==> src/pkg/fbc_defines.vh <==
/*
 * constants for the feeder bay control block: register offsets,
 * field positions, reset values, preset schemes and timing counts.
 * assumes inclusion by bare name from the design files.
 */
`ifndef FBC_DEFINES_VH
`define FBC_DEFINES_VH

// ======================================
// bus shape
`define FBC_AW 8
`define FBC_DW 16

// ======================================
// register offsets
`define FBC_REG_CTRL 8'h00
`define FBC_REG_POL 8'h04
`define FBC_REG_OPEN_ASG 8'h08
`define FBC_REG_CLOSE_ASG 8'h0C
`define FBC_REG_SIG1_ASG 8'h10
`define FBC_REG_SIG2_ASG 8'h14
`define FBC_REG_SIG3_ASG 8'h18
`define FBC_REG_LED_MAP 8'h1C
`define FBC_REG_ILK_OM 8'h20
`define FBC_REG_ILK_OV 8'h24
`define FBC_REG_ILK_CM 8'h28
`define FBC_REG_ILK_CV 8'h2C
`define FBC_REG_STATE 8'h30
`define FBC_REG_CMD 8'h34
`define FBC_REG_IRQ_STAT 8'h38
`define FBC_REG_IRQ_MASK 8'h3C
`define FBC_REG_ENERGY_LO 8'h40
`define FBC_REG_ENERGY_HI 8'h44
`define FBC_REG_P_MW 8'h48
`define FBC_REG_Q_MVAR 8'h4C
`define FBC_REG_SCALE_P 8'h50
`define FBC_REG_SCALE_Q 8'h54

// ======================================
// field positions
`define FBC_CTRL_COND 0
`define FBC_CTRL_ESRC 1
`define FBC_CTRL_SCH_LO 2
`define FBC_CTRL_SCH_HI 3
`define FBC_CTRL_BLK8 4
`define FBC_CTRL_BLK9 5
`define FBC_CMD_OPEN 0
`define FBC_CMD_CLOSE 1
`define FBC_IRQ_OPEN 0
`define FBC_IRQ_CLOSE 1
`define FBC_IRQ_DROP 2
`define FBC_IRQ_TRIP 3
`define FBC_IRQ_CHAN 4
`define FBC_IRQ_W 5
`define FBC_SCALE_SH 8

// ======================================
// reset values
`define FBC_RST_CTRL 16'h0000
`define FBC_RST_POL 16'h0000
`define FBC_RST_OPEN_ASG 16'h0000
`define FBC_RST_CLOSE_ASG 16'h0000
`define FBC_RST_SIG1_ASG 16'h0040
`define FBC_RST_SIG2_ASG 16'h0000
`define FBC_RST_SIG3_ASG 16'h0280
`define FBC_RST_LED_MAP 16'h0210
`define FBC_RST_ILK 16'h0000
`define FBC_RST_SCALE 16'h0100

// ======================================
// preset schemes: open mask/value, close mask/value
`define FBC_PS1_CM 16'h0028
`define FBC_PS1_CV 16'h0028
`define FBC_PS2_CM 16'h0008
`define FBC_PS2_CV 16'h0008
`define FBC_PS3_OM 16'h0008
`define FBC_PS3_OV 16'h0008
`define FBC_PS3_CM 16'h0038
`define FBC_PS3_CV 16'h0018

// ======================================
// timing
`define FBC_CLK_MHZ 100
`define FBC_PULSE_MS 100
`define FBC_EINT_MS 1000
`define FBC_PULSE_CYC (`FBC_PULSE_MS * 1000 * `FBC_CLK_MHZ)
`define FBC_EINT_CYC (`FBC_EINT_MS * 1000 * `FBC_CLK_MHZ)

`endif

==> src/hdl/fbc_pulse.v <==
/*
 * fixed-length command pulse generator, not retriggerable.
 * assumes start is a one-cycle request qualified by the caller.
 */
`timescale 1ns/10ps
`include "fbc_defines.vh"

module fbc_pulse #(
    parameter CW = 24,
    parameter [CW-1:0] LEN = `FBC_PULSE_CYC
) (
    // clock and reset
    input wire sys_clk,
    input wire sys_rst,
    // request
    input wire start,
    // pulse
    output wire busy,
    output wire pulse
);

    reg [CW-1:0] cnt_r;

    // ======================================
    // down counter, ignores start while running
    always @(posedge sys_clk or posedge sys_rst) begin
        if (sys_rst) begin
            cnt_r <= {CW{1'b0}};
        end else if (cnt_r != {CW{1'b0}}) begin
            cnt_r <= cnt_r - {{(CW-1){1'b0}}, 1'b1};
        end else if (start) begin
            cnt_r <= LEN;
        end
    end

    assign busy = (cnt_r != {CW{1'b0}});
    assign pulse = busy;

endmodule // fbc_pulse

==> src/hdl/fbc_energy.v <==
/*
 * active energy accumulator: power integration or meter pulse count.
 * assumes pwr is a signed scaled power word, meter a clean level.
 */
`timescale 1ns/10ps
`include "fbc_defines.vh"

module fbc_energy #(
    parameter CW = 27,
    parameter [CW-1:0] EINT = `FBC_EINT_CYC
) (
    // clock and reset
    input wire sys_clk,
    input wire sys_rst,
    // control
    input wire use_meter,
    input wire clr,
    // sources
    input wire meter,
    input wire [15:0] pwr,
    // result
    output reg [31:0] energy_r
);

    reg [CW-1:0] tick_r;
    reg meter_q_r;
    wire tick = (tick_r == EINT - {{(CW-1){1'b0}}, 1'b1});
    wire meter_rise = meter & ~meter_q_r;

    // ======================================
    // integration period counter and meter edge
    always @(posedge sys_clk or posedge sys_rst) begin
        if (sys_rst) begin
            tick_r <= {CW{1'b0}};
            meter_q_r <= 1'b0;
        end else begin
            tick_r <= tick ? {CW{1'b0}} : tick_r + {{(CW-1){1'b0}}, 1'b1};
            meter_q_r <= meter;
        end
    end

    // ======================================
    // accumulate by one of two sources
    always @(posedge sys_clk or posedge sys_rst) begin
        if (sys_rst) begin
            energy_r <= 32'h00000000;
        end else if (clr) begin
            energy_r <= 32'h00000000;
        end else if (use_meter) begin
            if (meter_rise) begin
                energy_r <= energy_r + 32'h00000001;
            end
        end else if (tick) begin
            energy_r <= energy_r + {{16{pwr[15]}}, pwr};
        end
    end

endmodule // fbc_energy

==> src/hdl/fbc_top.v <==
/*
 * feeder bay control: status inputs, indicators, interlocked
 * open/close commands, signalling outputs, power and energy.
 * assumes all inputs synchronous to sys_clk and a simple
 * register port with read data one cycle after the strobe.
 */
// The placing of the registers and the plain strobed port were chosen for this implementation.
`timescale 1ns/10ps
`include "fbc_defines.vh"

// Overview of operation
// - each object status comes from an open input and a closed input
// - a 4x4 lamp matrix shows up to three object positions as mapped
// - only object one is controlled, solely via the open and close outputs
// - every single channel has a polarity bit choosing active high or low
// - each external channel lights its own red lamp while active
// - an assigned channel becoming active issues one command pulse
// - signalling outputs follow their assigned channels while active
// - each command is checked against interlocking, then pulsed or dropped
// - interlocking looks at object positions and single channel states
// - protection trips drive the open output bypassing interlocking
// - preset interlocking schemes come with matching preset lamp layouts
// - conditional mode drives outputs from interlocking and channel states
// - energy is integrated from power or counted from channel 7 pulses
// - current-loop readings are scaled to megawatts and megavars
// - internal channels carry protection start and trip signals
// - open and close commands arrive from the station bus or push-buttons
// - channels 8 and 9 can block protection trips as control inputs
module fbc_top #(
    parameter PCW = 24,
    parameter [PCW-1:0] PULSE_CYC = `FBC_PULSE_CYC,
    parameter ECW = 27,
    parameter [ECW-1:0] EINT_CYC = `FBC_EINT_CYC
) (
    // clock and reset
    input wire sys_clk,
    input wire sys_rst,
    // register port
    input wire [`FBC_AW-1:0] reg_addr,
    input wire [`FBC_DW-1:0] reg_wdata,
    input wire reg_wr,
    input wire reg_rd,
    output reg [`FBC_DW-1:0] reg_rdata_r,
    // object status pairs
    input wire [2:0] obj_open_in,
    input wire [2:0] obj_closed_in,
    // single channels 4..9 and protection 10..13
    input wire [5:0] ext_in,
    input wire [3:0] prot_in,
    // local push-buttons
    input wire pb_open,
    input wire pb_close,
    // current-loop transducer words
    input wire [15:0] ma_p,
    input wire [15:0] ma_q,
    // switchgear outputs
    output reg open_out_r,
    output reg close_out_r,
    output reg [2:0] sig_out_r,
    // panel lamps
    output reg [15:0] led_mtx_r,
    output reg [5:0] led_red_r,
    // interrupt
    output wire irq
);

    // ======================================
    // functions
    function ilk_ok;
        input [15:0] cond;
        input [15:0] msk;
        input [15:0] val;
        begin
            ilk_ok = (((cond ^ val) & msk) == 16'h0000);
        end
    endfunction

    function [15:0] scale;
        input [15:0] raw;
        input [15:0] gain;
        reg signed [32:0] prod;
        begin
            prod = $signed(raw) * $signed({1'b0, gain});
            scale = prod[`FBC_SCALE_SH+15:`FBC_SCALE_SH];
        end
    endfunction

    // ======================================
    // registers
    reg [15:0] ctrl_r, pol_r, open_asg_r, close_asg_r;
    reg [15:0] sig1_r, sig2_r, sig3_r, led_map_r;
    reg [15:0] om_r, ov_r, cm_r, cv_r, scale_p_r, scale_q_r;
    reg [15:0] p_mw_r, q_mvar_r;
    reg [`FBC_IRQ_W-1:0] irq_stat_r, irq_mask_r;
    reg [`FBC_IRQ_W-1:0] irq_stat_nxt;
    reg [9:0] act_q_r;
    reg trip_q_r;
    reg [15:0] om, ov, cm, cv, lmap;
    reg [15:0] led_nxt;
    reg [15:0] rdata_nxt;
    integer i;
    wire [31:0] energy;

    wire wr_hit_cmd = reg_wr & (reg_addr == `FBC_REG_CMD);
    wire rd_irq = reg_rd & (reg_addr == `FBC_REG_IRQ_STAT);
    wire [1:0] sch = ctrl_r[`FBC_CTRL_SCH_HI:`FBC_CTRL_SCH_LO];
    wire cond_mode = ctrl_r[`FBC_CTRL_COND];

    // ======================================
    // channel states and conditions
    wire [9:0] raw = {prot_in, ext_in};
    wire [9:0] act = raw ^ pol_r[9:0];
    wire [9:0] rise = act & ~act_q_r;
    wire [5:0] pos = {obj_closed_in[2], obj_open_in[2], obj_closed_in[1],
                      obj_open_in[1], obj_closed_in[0], obj_open_in[0]};
    wire [15:0] cond = {act, pos};

    // internal channels 10..13: start1, trip1, start2, trip2
    wire blocked = (ctrl_r[`FBC_CTRL_BLK8] & act[4]) |
                   (ctrl_r[`FBC_CTRL_BLK9] & act[5]);
    wire trip = (act[7] | act[9]) & ~blocked;

    // preset scheme selection, zero means the user program
    always @* begin
        om = om_r;
        ov = ov_r;
        cm = cm_r;
        cv = cv_r;
        lmap = led_map_r;
        case (sch)
            2'd1: begin
                om = 16'h0000; ov = 16'h0000;
                cm = `FBC_PS1_CM; cv = `FBC_PS1_CV;
                lmap = `FBC_RST_LED_MAP;
            end
            2'd2: begin
                om = 16'h0000; ov = 16'h0000;
                cm = `FBC_PS2_CM; cv = `FBC_PS2_CV;
                lmap = 16'h0510;
            end
            2'd3: begin
                om = `FBC_PS3_OM; ov = `FBC_PS3_OV;
                cm = `FBC_PS3_CM; cv = `FBC_PS3_CV;
                lmap = 16'h0950;
            end
            default: begin
                om = om_r;
            end
        endcase
    end

    wire ok_open = ilk_ok(cond, om, ov);
    wire ok_close = ilk_ok(cond, cm, cv);

    // ======================================
    // command sources and interlock decision
    wire cmd_open = pb_open | (wr_hit_cmd & reg_wdata[`FBC_CMD_OPEN]) |
                    (|(rise & open_asg_r[9:0]));
    wire cmd_close = pb_close | (wr_hit_cmd & reg_wdata[`FBC_CMD_CLOSE]) |
                     (|(rise & close_asg_r[9:0]));
    wire open_busy, close_busy, open_pulse, close_pulse;
    wire open_go = cmd_open & ok_open & ~open_busy;
    wire close_go = cmd_close & ~cmd_open & ok_close & ~close_busy &
                    ~open_busy & ~trip;
    wire drop = (cmd_open & ~open_go) | (cmd_close & ~close_go);

    fbc_pulse #(.CW(PCW), .LEN(PULSE_CYC)) u_open_pulse (
        .sys_clk(sys_clk),
        .sys_rst(sys_rst),
        .start(open_go),
        .busy(open_busy),
        .pulse(open_pulse)
    );

    fbc_pulse #(.CW(PCW), .LEN(PULSE_CYC)) u_close_pulse (
        .sys_clk(sys_clk),
        .sys_rst(sys_rst),
        .start(close_go),
        .busy(close_busy),
        .pulse(close_pulse)
    );

    // conditional levels from interlocking and channel states
    wire cond_open = cond_mode & ok_open & (|(act & open_asg_r[9:0]));
    wire cond_close = cond_mode & ok_close & (|(act & close_asg_r[9:0]));

    // ======================================
    // switchgear outputs for object one
    always @(posedge sys_clk or posedge sys_rst) begin
        if (sys_rst) begin
            open_out_r <= 1'b0;
            close_out_r <= 1'b0;
            sig_out_r <= 3'b000;
            act_q_r <= 10'h000;
            trip_q_r <= 1'b0;
        end else begin
            open_out_r <= open_pulse | cond_open | trip;
            close_out_r <= (close_pulse | cond_close) & ~trip;
            sig_out_r[0] <= |(act & sig1_r[9:0]);
            sig_out_r[1] <= |(act & sig2_r[9:0]);
            sig_out_r[2] <= |(act & sig3_r[9:0]);
            act_q_r <= act;
            trip_q_r <= trip;
        end
    end

    // ======================================
    // lamps: matrix lit where a mapped object is closed
    always @* begin
        led_nxt = 16'h0000;
        for (i = 0; i < 3; i = i + 1) begin
            if (obj_closed_in[i] & ~obj_open_in[i]) begin
                led_nxt[lmap[4*i +: 4]] = 1'b1;
            end
        end
    end

    always @(posedge sys_clk or posedge sys_rst) begin
        if (sys_rst) begin
            led_mtx_r <= 16'h0000;
            led_red_r <= 6'h00;
        end else begin
            led_mtx_r <= led_nxt;
            led_red_r <= act[5:0];
        end
    end

    // ======================================
    // power scaling and energy
    always @(posedge sys_clk or posedge sys_rst) begin
        if (sys_rst) begin
            p_mw_r <= 16'h0000;
            q_mvar_r <= 16'h0000;
        end else begin
            p_mw_r <= scale(ma_p, scale_p_r);
            q_mvar_r <= scale(ma_q, scale_q_r);
        end
    end

    fbc_energy #(.CW(ECW), .EINT(EINT_CYC)) u_energy (
        .sys_clk(sys_clk),
        .sys_rst(sys_rst),
        .use_meter(ctrl_r[`FBC_CTRL_ESRC]),
        .clr(reg_wr & (reg_addr == `FBC_REG_ENERGY_LO)),
        .meter(act[3]),
        .pwr(p_mw_r),
        .energy_r(energy)
    );

    // ======================================
    // interrupt status, cleared by read, set wins
    always @* begin
        irq_stat_nxt = rd_irq ? {`FBC_IRQ_W{1'b0}} : irq_stat_r;
        if (open_go) irq_stat_nxt[`FBC_IRQ_OPEN] = 1'b1;
        if (close_go) irq_stat_nxt[`FBC_IRQ_CLOSE] = 1'b1;
        if (drop) irq_stat_nxt[`FBC_IRQ_DROP] = 1'b1;
        if (trip & ~trip_q_r) irq_stat_nxt[`FBC_IRQ_TRIP] = 1'b1;
        if (|rise[5:0]) irq_stat_nxt[`FBC_IRQ_CHAN] = 1'b1;
    end

    assign irq = |(irq_stat_r & irq_mask_r);

    // ======================================
    // register writes
    always @(posedge sys_clk or posedge sys_rst) begin
        if (sys_rst) begin
            ctrl_r <= `FBC_RST_CTRL;
            pol_r <= `FBC_RST_POL;
            open_asg_r <= `FBC_RST_OPEN_ASG;
            close_asg_r <= `FBC_RST_CLOSE_ASG;
            sig1_r <= `FBC_RST_SIG1_ASG;
            sig2_r <= `FBC_RST_SIG2_ASG;
            sig3_r <= `FBC_RST_SIG3_ASG;
            led_map_r <= `FBC_RST_LED_MAP;
            om_r <= `FBC_RST_ILK;
            ov_r <= `FBC_RST_ILK;
            cm_r <= `FBC_RST_ILK;
            cv_r <= `FBC_RST_ILK;
            scale_p_r <= `FBC_RST_SCALE;
            scale_q_r <= `FBC_RST_SCALE;
            irq_mask_r <= {`FBC_IRQ_W{1'b0}};
            irq_stat_r <= {`FBC_IRQ_W{1'b0}};
        end else begin
            irq_stat_r <= irq_stat_nxt;
            if (reg_wr) begin
                case (reg_addr)
                    `FBC_REG_CTRL: ctrl_r <= {10'h000, reg_wdata[5:0]};
                    `FBC_REG_POL: pol_r <= {6'h00, reg_wdata[9:0]};
                    `FBC_REG_OPEN_ASG: open_asg_r <= {6'h00, reg_wdata[9:0]};
                    `FBC_REG_CLOSE_ASG: close_asg_r <= {6'h00, reg_wdata[9:0]};
                    `FBC_REG_SIG1_ASG: sig1_r <= {6'h00, reg_wdata[9:0]};
                    `FBC_REG_SIG2_ASG: sig2_r <= {6'h00, reg_wdata[9:0]};
                    `FBC_REG_SIG3_ASG: sig3_r <= {6'h00, reg_wdata[9:0]};
                    `FBC_REG_LED_MAP: led_map_r <= {4'h0, reg_wdata[11:0]};
                    `FBC_REG_ILK_OM: om_r <= reg_wdata;
                    `FBC_REG_ILK_OV: ov_r <= reg_wdata;
                    `FBC_REG_ILK_CM: cm_r <= reg_wdata;
                    `FBC_REG_ILK_CV: cv_r <= reg_wdata;
                    `FBC_REG_IRQ_MASK: irq_mask_r <= reg_wdata[`FBC_IRQ_W-1:0];
                    `FBC_REG_SCALE_P: scale_p_r <= reg_wdata;
                    `FBC_REG_SCALE_Q: scale_q_r <= reg_wdata;
                    default: ;
                endcase
            end
        end
    end

    // ======================================
    // register reads, unmapped reads as zero
    always @* begin
        case (reg_addr)
            `FBC_REG_CTRL: rdata_nxt = ctrl_r;
            `FBC_REG_POL: rdata_nxt = pol_r;
            `FBC_REG_OPEN_ASG: rdata_nxt = open_asg_r;
            `FBC_REG_CLOSE_ASG: rdata_nxt = close_asg_r;
            `FBC_REG_SIG1_ASG: rdata_nxt = sig1_r;
            `FBC_REG_SIG2_ASG: rdata_nxt = sig2_r;
            `FBC_REG_SIG3_ASG: rdata_nxt = sig3_r;
            `FBC_REG_LED_MAP: rdata_nxt = led_map_r;
            `FBC_REG_ILK_OM: rdata_nxt = om_r;
            `FBC_REG_ILK_OV: rdata_nxt = ov_r;
            `FBC_REG_ILK_CM: rdata_nxt = cm_r;
            `FBC_REG_ILK_CV: rdata_nxt = cv_r;
            `FBC_REG_STATE: rdata_nxt = cond;
            `FBC_REG_IRQ_STAT: rdata_nxt = {11'h000, irq_stat_r};
            `FBC_REG_IRQ_MASK: rdata_nxt = {11'h000, irq_mask_r};
            `FBC_REG_ENERGY_LO: rdata_nxt = energy[15:0];
            `FBC_REG_ENERGY_HI: rdata_nxt = energy[31:16];
            `FBC_REG_P_MW: rdata_nxt = p_mw_r;
            `FBC_REG_Q_MVAR: rdata_nxt = q_mvar_r;
            `FBC_REG_SCALE_P: rdata_nxt = scale_p_r;
            `FBC_REG_SCALE_Q: rdata_nxt = scale_q_r;
            default: rdata_nxt = 16'h0000;
        endcase
    end

    // read data stands only in the cycle after the strobe
    always @(posedge sys_clk or posedge sys_rst) begin
        if (sys_rst) begin
            reg_rdata_r <= 16'h0000;
        end else begin
            reg_rdata_r <= reg_rd ? rdata_nxt : 16'h0000;
        end
    end

endmodule // fbc_top

==> config.mk <==
export PLATFORM = sky130hd
export DESIGN_NAME = fbc_top
export DESIGN_NICKNAME = d
export VERILOG_FILES = /design/src/hdl/fbc_pulse.v /design/src/hdl/fbc_energy.v /design/src/hdl/fbc_top.v
export VERILOG_INCLUDE_DIRS = /design/src /design/src/pkg
export SDC_FILE = /design/constraint.sdc
export NUM_CORES = 2
export LEC_CHECK = 0
export BUFFER_PORTS_ARGS = -buffer_cell sky130_fd_sc_hd__buf_2
export CAP_MARGIN = 20
export CORE_MARGIN = 2
export CORE_UTILIZATION = 30
export CTS_CLUSTER_SIZE = 16
export DETAILED_ROUTE_END_ITERATION = 12
export HOLD_SLACK_MARGIN = 0.08
export PLACE_DENSITY = 0.45
export SYNTH_ARGS = -nofsm -noshare
export SYNTH_HDL_FRONTEND = slang
export SYNTH_SLANG_ARGS = --single-unit
==> constraint.sdc <==
create_clock -name sys_clk -period 13.1 [get_ports sys_clk]
set_clock_uncertainty 0.15 [all_clocks]
set_input_delay 0 -clock sys_clk [delete_from_list [all_inputs] [get_ports sys_clk]]
set_output_delay 0 -clock sys_clk [all_outputs]
set_load 0.05 [all_outputs]
# [Word-level counts from Yosys, hierarchy flattened]
# Cells that the tools add are included.
[word_totals] word_cells=213 mem_count=0 out_inout_bits=44 ramBits=0 mem_bits_ro=0 input_bits=78 latchBits=0 regBits=378
[op_classes] eq_ne=26 add_sub_neg=5 div_mod_pow=0 mul=2 n_bitwise=66 order_cmp=6 muxes=31 n_shift=0 reduce_logical=42
[ops] op="$pmux 16 s21" n=1
[ops] op="$mux 32" n=4
[ops] op="$mux 24" n=4
[ops] op="$pmux 16 s3" n=2
[ops] op="$and 10x10->10" n=8
[ops] op="$reduce_or 10->1" n=7
[ops] op="$eq 8x6->1 const B" n=8
[ops] op="$mux 16" n=4
[ops] op="$pmux 16 s2" n=2
[ops] op="$eq 8x7->1 const B" n=6
[ops] op="$mul 16x17->24" n=2
[ops] op="$reduce_bool 24->1" n=2
[ops] op="$sub 24x1->24 const B" n=2
[ops] op="$pmux 12 s3" n=1
[ops] op="$add 32x1->32 const B" n=1
[ops] op="$add 32x32->32" n=1
[ops] op="$and 16x16->16" n=2
[ops] op="$eq 8x5->1 const B" n=4
[ops] op="$logic_not 16->1" n=2
[ops] op="$or 16x16->16" n=2
[ops] op="$reduce_and 2->1" n=16
[ops] op="$xor 16x16->16" n=2
[ops] op="$add 27x1->27 const B" n=1
[ops] op="$and 1x1->1" n=27
[ops] op="24 further kinds" n=67

# [Longest topological paths before layout]
[logic_depth] ltp_word=15 mapped_depth=23

# [Hierarchy]
# Synthesis repeated with hierarchy kept, for this count alone.
[hier_totals] cells_unflattened=3488 area_unflattened_um2=34035.1
[by_module_without_submodules] mod="fbc_top" cells_per_inst=2707 area_per_inst_um2=27034.7 instances=1
[by_module_without_submodules] mod="fbc_energy" cells_per_inst=525 area_per_inst_um2=4410.5 instances=1
[by_module_without_submodules] mod="fbc_pulse" cells_per_inst=128 area_per_inst_um2=1295.0 instances=2

# [Worst setup path before layout]
# OpenSTA, ideal clock, no wires.
[synth_path] path_kind="reg-to-reg" start="register scale_q_r[8]" end="register q_mvar_r[15]" n_path_buf=1 setup_ps=125 t_required_ps=12825 period_less_slack_ps=5966 arrival_time_ps=5690 setup_slack_ps=7134 stages_incl_launch_ff=22 cell_sequence="dfstp_2 > clkbuf_1 > nand2_1 > fa_1 > fa_1 > fa_1 > fa_1 > inv_1 > fa_1 > inv_1 > fa_1 > inv_1 > ha_1 > o21ai_0 > nand2b_1 > a21oi_1 > a311o_1 > a21oi_1 > a41o_1 > nor4_1 > o31a_1 > xnor2_1"
[synth_via] elab_chain_len=1
[synth_lines] item="start: declaration" line_no="fbc_top.v:92" rtl="reg [15:0] om_r, ov_r, cm_r, cv_r, scale_p_r, scale_q_r;"
[synth_lines] item="start signal: assignment" line_no="fbc_top.v:280" rtl="scale_q_r <= `FBC_RST_SCALE;"
[synth_lines] item="start signal: assignment" line_no="fbc_top.v:301" rtl="`FBC_REG_SCALE_Q: scale_q_r <= reg_wdata;"
[synth_lines] item="$mul 16x17->24" line_no="fbc_top.v:83" rtl="prod = $signed(raw) * $signed({1'b0, gain});"
[synth_lines] item="end signal: assignment" line_no="fbc_top.v:236" rtl="q_mvar_r <= scale(ma_q, scale_q_r);"
[synth_lines] item="end: declaration" line_no="fbc_top.v:93" rtl="reg [15:0] p_mw_r, q_mvar_r;"
# No other way between the ends.
# A chain may end at the register's enable or synchronous reset.

# [Worst setup path in the final report]
[layout_path] start="register scale_p_r[5]" end="register p_mw_r[14]"
[layout_via] elab_chain_len=1
[layout_lines] item="start: declaration" line_no="fbc_top.v:92"
[layout_lines] item="start signal: assignment" line_no="fbc_top.v:279" rtl="scale_p_r <= `FBC_RST_SCALE;"
[layout_lines] item="start signal: assignment" line_no="fbc_top.v:300" rtl="`FBC_REG_SCALE_P: scale_p_r <= reg_wdata;"
[layout_lines] item="$mul 16x17->24" line_no="fbc_top.v:83"
[layout_lines] item="end signal: assignment" line_no="fbc_top.v:235" rtl="p_mw_r <= scale(ma_p, scale_p_r);"
[layout_lines] item="end: declaration" line_no="fbc_top.v:93"
# No other way between the ends.

==> results.yml <==
floorplan:
  rows: 120
  pin_count: 122
  die_y_um: 332
  dieWidth_um: 332
  initial_core_util_pct: 30.2
  core_um2: 107000
  dieArea_um2: 110000
routing:
  ant_nets: 0
  wl_per_cell_um: 21.9
  dr_total_vias: 24300
  drt_iter0_markers: 1864
  viasPerCell: 5.02
  drt_pass1_iterations: 6
  routed_wl_mm: 106
  drc: 0
worst_hold_path:
  hold_path_class: "input port to flip-flop"
  hp-start: "ext_in[2]"
clocking:
  clk_latency_ns: 0.60
  clk_pin_slew_ns: 0.06
  post_cts.repair.setup_buffers: 0
  clk_path_buf_depth: 3
  cts_sinks: 371
  cts.repair.resized: 0
  cts_hold_buffers: 48
  htreeDepth: 2
  cts_inserted_buffers: 45
  cts_root_buf: "clkbuf_16"
  cts_tree: "done"
timing:
  setup_tns_ns: 0
  rsz0062_at_grt: "false"
  slew_headroom_pct: 16.0
  finalMaxSlewViolations: 0
  finalSetupViolations: 0
  period_minus_slack_ns: 6.83
  worst_pin_slew_ns: 1.26
  hold_viol: 0
  max_freq_mhz: 146
  fin_crit_sh_pct: 52.1
flow_run:
  max_cap_viol_count: 0
cells_and_area:
  fin_area_um2: 36500
  nets: 4011
  syn_to_final_growth_pct: 13.0
  drive_above_1_share_pct: 13.2
setup_path:
  r2r_slack_ns: 6.27
  worst-r2r-cell-count: 21
  worst-path-max-fanout: 18
  path_delay_family: "adder cells"
  worstSetupPathType: "flip-flop to flip-flop"
  max_stage_delay_ns: 0.89
  cp-start-kind: "flip-flop"
  crit_top_cell: "fa_1"
  worstPathCellList: "and2_1, fa_1, inv_1, fa_1, fa_1, fa_1, inv_1, fa_1, inv_1, fa_1, inv_1, ha_1, a21oi_1, nor2b_1, a31oi_1, o22ai_1, a211oi_1, nor2_1, or2_1, a21oi_1, xnor2_1"
  worst-path-stages: 21
  rr_startpoint: "scale_p_r[5]"
  cp-end-kind: "flip-flop"
  crit_start: "scale_p_r[5]"
  worstReg2RegEnd: "p_mw_r[14]"
  cp.arrival_ns: 7.20
  slowest_stage: "dfrtp_1"
  timing.critical_path.to: "p_mw_r[14]"
  path_buf_inv: 4
  worstPathRequired_ns: 13.47
grt:
  antenna_found_initial: 3
  grt_max_degree: 132
  first_global_vias: 25200
  grt_overflow: 0
  grt_pass1_wl_mm: 164
  grtUsageTotal_pct: 19.4
placement:
  place_hpwl_mm: 79.7
  io_buffers: 121
  placed_area_um2: 34500
  place.gp.congestion: 0.921
yosys:
  ys_top_cells_by_area: "dfrtp_1, fa_1, ha_1"
  ys_ff_latch: 371
  yosys.area.top_type: "dfrtp_1"
  syn_avg_cell_area_um2: 9.86
  async_reset_ff_share_pct: 100
  syn_inst: 3280
  synth_seq_area_share_pct: 28.7
  yosysMostFrequentCell: "inv_1"
  synth.distinct_cells: 79
  synth_top_area_share_pct: 28.2
  syn-cell-area_um2: 32300
  ys.flop_type: "dfrtp_1"
  synth-edff-count: 0
  syn_nets: 3885
  ys_top_cells_by_count: "inv_1, dfrtp_1, nand2_1"
  ys_warn_count: 0
power_and_ir_drop:
  p_leak_uw: 0.0179
  irDropWorstVdd_uv: 85.2
  power_density_nw_per_um2: 110
run_status:
  outcome: "complete, no violations"
==> worst register-to-register path, delay by kind of cell, from the launching register on <==
| family | cells | cell delay (ns) |
|---|---|---|
| compound gates | 5 | 1.33 |
| xor+xnor | 1 | 0.13 |
| flops | 1 | 0.89 |
| simple gates | 4 | 0.88 |
| buf+inv | 4 | 0.21 |
| fa+ha+maj | 7 | 3.16 |
==> state kept, by name, summed over array words and instances, names as in the netlist, 24 cells and up <==
| name | count |
|---|---|
| u_close_pulse.cnt_r | 24 |
| u_open_pulse.cnt_r | 24 |
| u_energy.energy_r | 32 |
| u_energy.tick_r | 27 |
==> where the power goes <==
part	total [µW]	switching, µW	internal, µW
clock	1290	534	761
sequential	1400	144	1260
combinational	1310	776	534
total	4010	1450	2550
==> layer usage <==
| layer | vias to the layer above | part of all wire, % | track usage, % |
|---|---|---|---|
| met1 | 12500 | 47 | 27.3 |
| li1 | 11100 | - | - |
| met5 | - | 0.012 | 0 |
| met3 | 145 | 4.7 | 2.52 |
| met2 | 581 | 46 | 31.5 |
| met4 | 2 | 2.4 | 4.76 |
==> cells in the final DEF (no fill, tap or decap), types with 14 or more instances in the layout <==
cell,n
a31oi_1,18
inv_1,477
nor3_1,46
o21ai_0,50
and2_1,218
a21oi_1,92
nand2b_1,18
nor2b_1,30
o21a_1,14
buf_2,121
dlygate4sd3_1,48
clkbuf_16,46
a221oi_1,46
ha_1,190
a21o_1,21
nand4_1,21
nand2_1,343
a22oi_1,84
buf_4,43
xor2_1,92
nand3_1,47
fa_1,337
and3_1,25
dfrtp_1,364
mux2_2,179
a22o_1,40
nor4_1,23
xnor2_1,81
nor2_1,134
==> logic make-up after synthesis <==
kind of cell | count (synthesis) | synth area share, %
AO/OA/AOI/OAI | 444 | 9.70
XOR/XNOR | 173 | 4.69
adder cells (fa/ha/maj) | 527 | 28.2
buffers and inverters | 614 | 7.23
flip-flops | 371 | 28.7
multiplexers | 182 | 6.33
AND/OR/NAND/NOR | 969 | 15.1
==> metrics by stage <==
stage | utilization [%] | hold slack, ns | worst slack [ns] | instances | power, µW
detailed placement | 32.3 | 0.151 | 6.35 | 4713 | 2720
global route | 34.2 | 0.0996 | 5.78 | 4846 | 4270
CTS | 34.2 | 0.0835 | 6.33 | 4844 | 4050
floorplan | - | 0.000449 | 2.66 | 3280 | 2320
finish | 34.2 | 0.0952 | 6.27 | 4846 | 4010
global placement | 32.3 | 0.150 | 6.40 | 4712 | 2730
==> how the worst min path moves through the flow <==
| stage | to | slack (ns) | depth (start not counted) |
|---|---|---|---|
| 2_1_floorplan | led_map_r[10] | 0.0004 | 1 |
| 3_3_place_gp | u_energy.tick_r[15] | 0.15 | 2 |
| 3_5_place_dp | u_energy.tick_r[16] | 0.15 | 2 |
| 4_1_cts | led_red_r[2] | 0.08 | 3 |
| 5_1_grt | led_red_r[2] | 0.1 | 3 |
| 6_report | led_red_r[2] | 0.1 | 3 |
==> area by class of cell <==
type | count | area, µm²
clock inverters | 16 | 165
inverters | 479 | 1810
diodes | 1 | 2.50
repair buffers | 214 | 1450
clock buffers | 67 | 1360
well taps | 1403 | 1760
flip-flops and latches | 371 | 9290
fillers | 11100 | 70400
multi-input cells | 2295 | 20700
(Power assumes the default switching activity.)
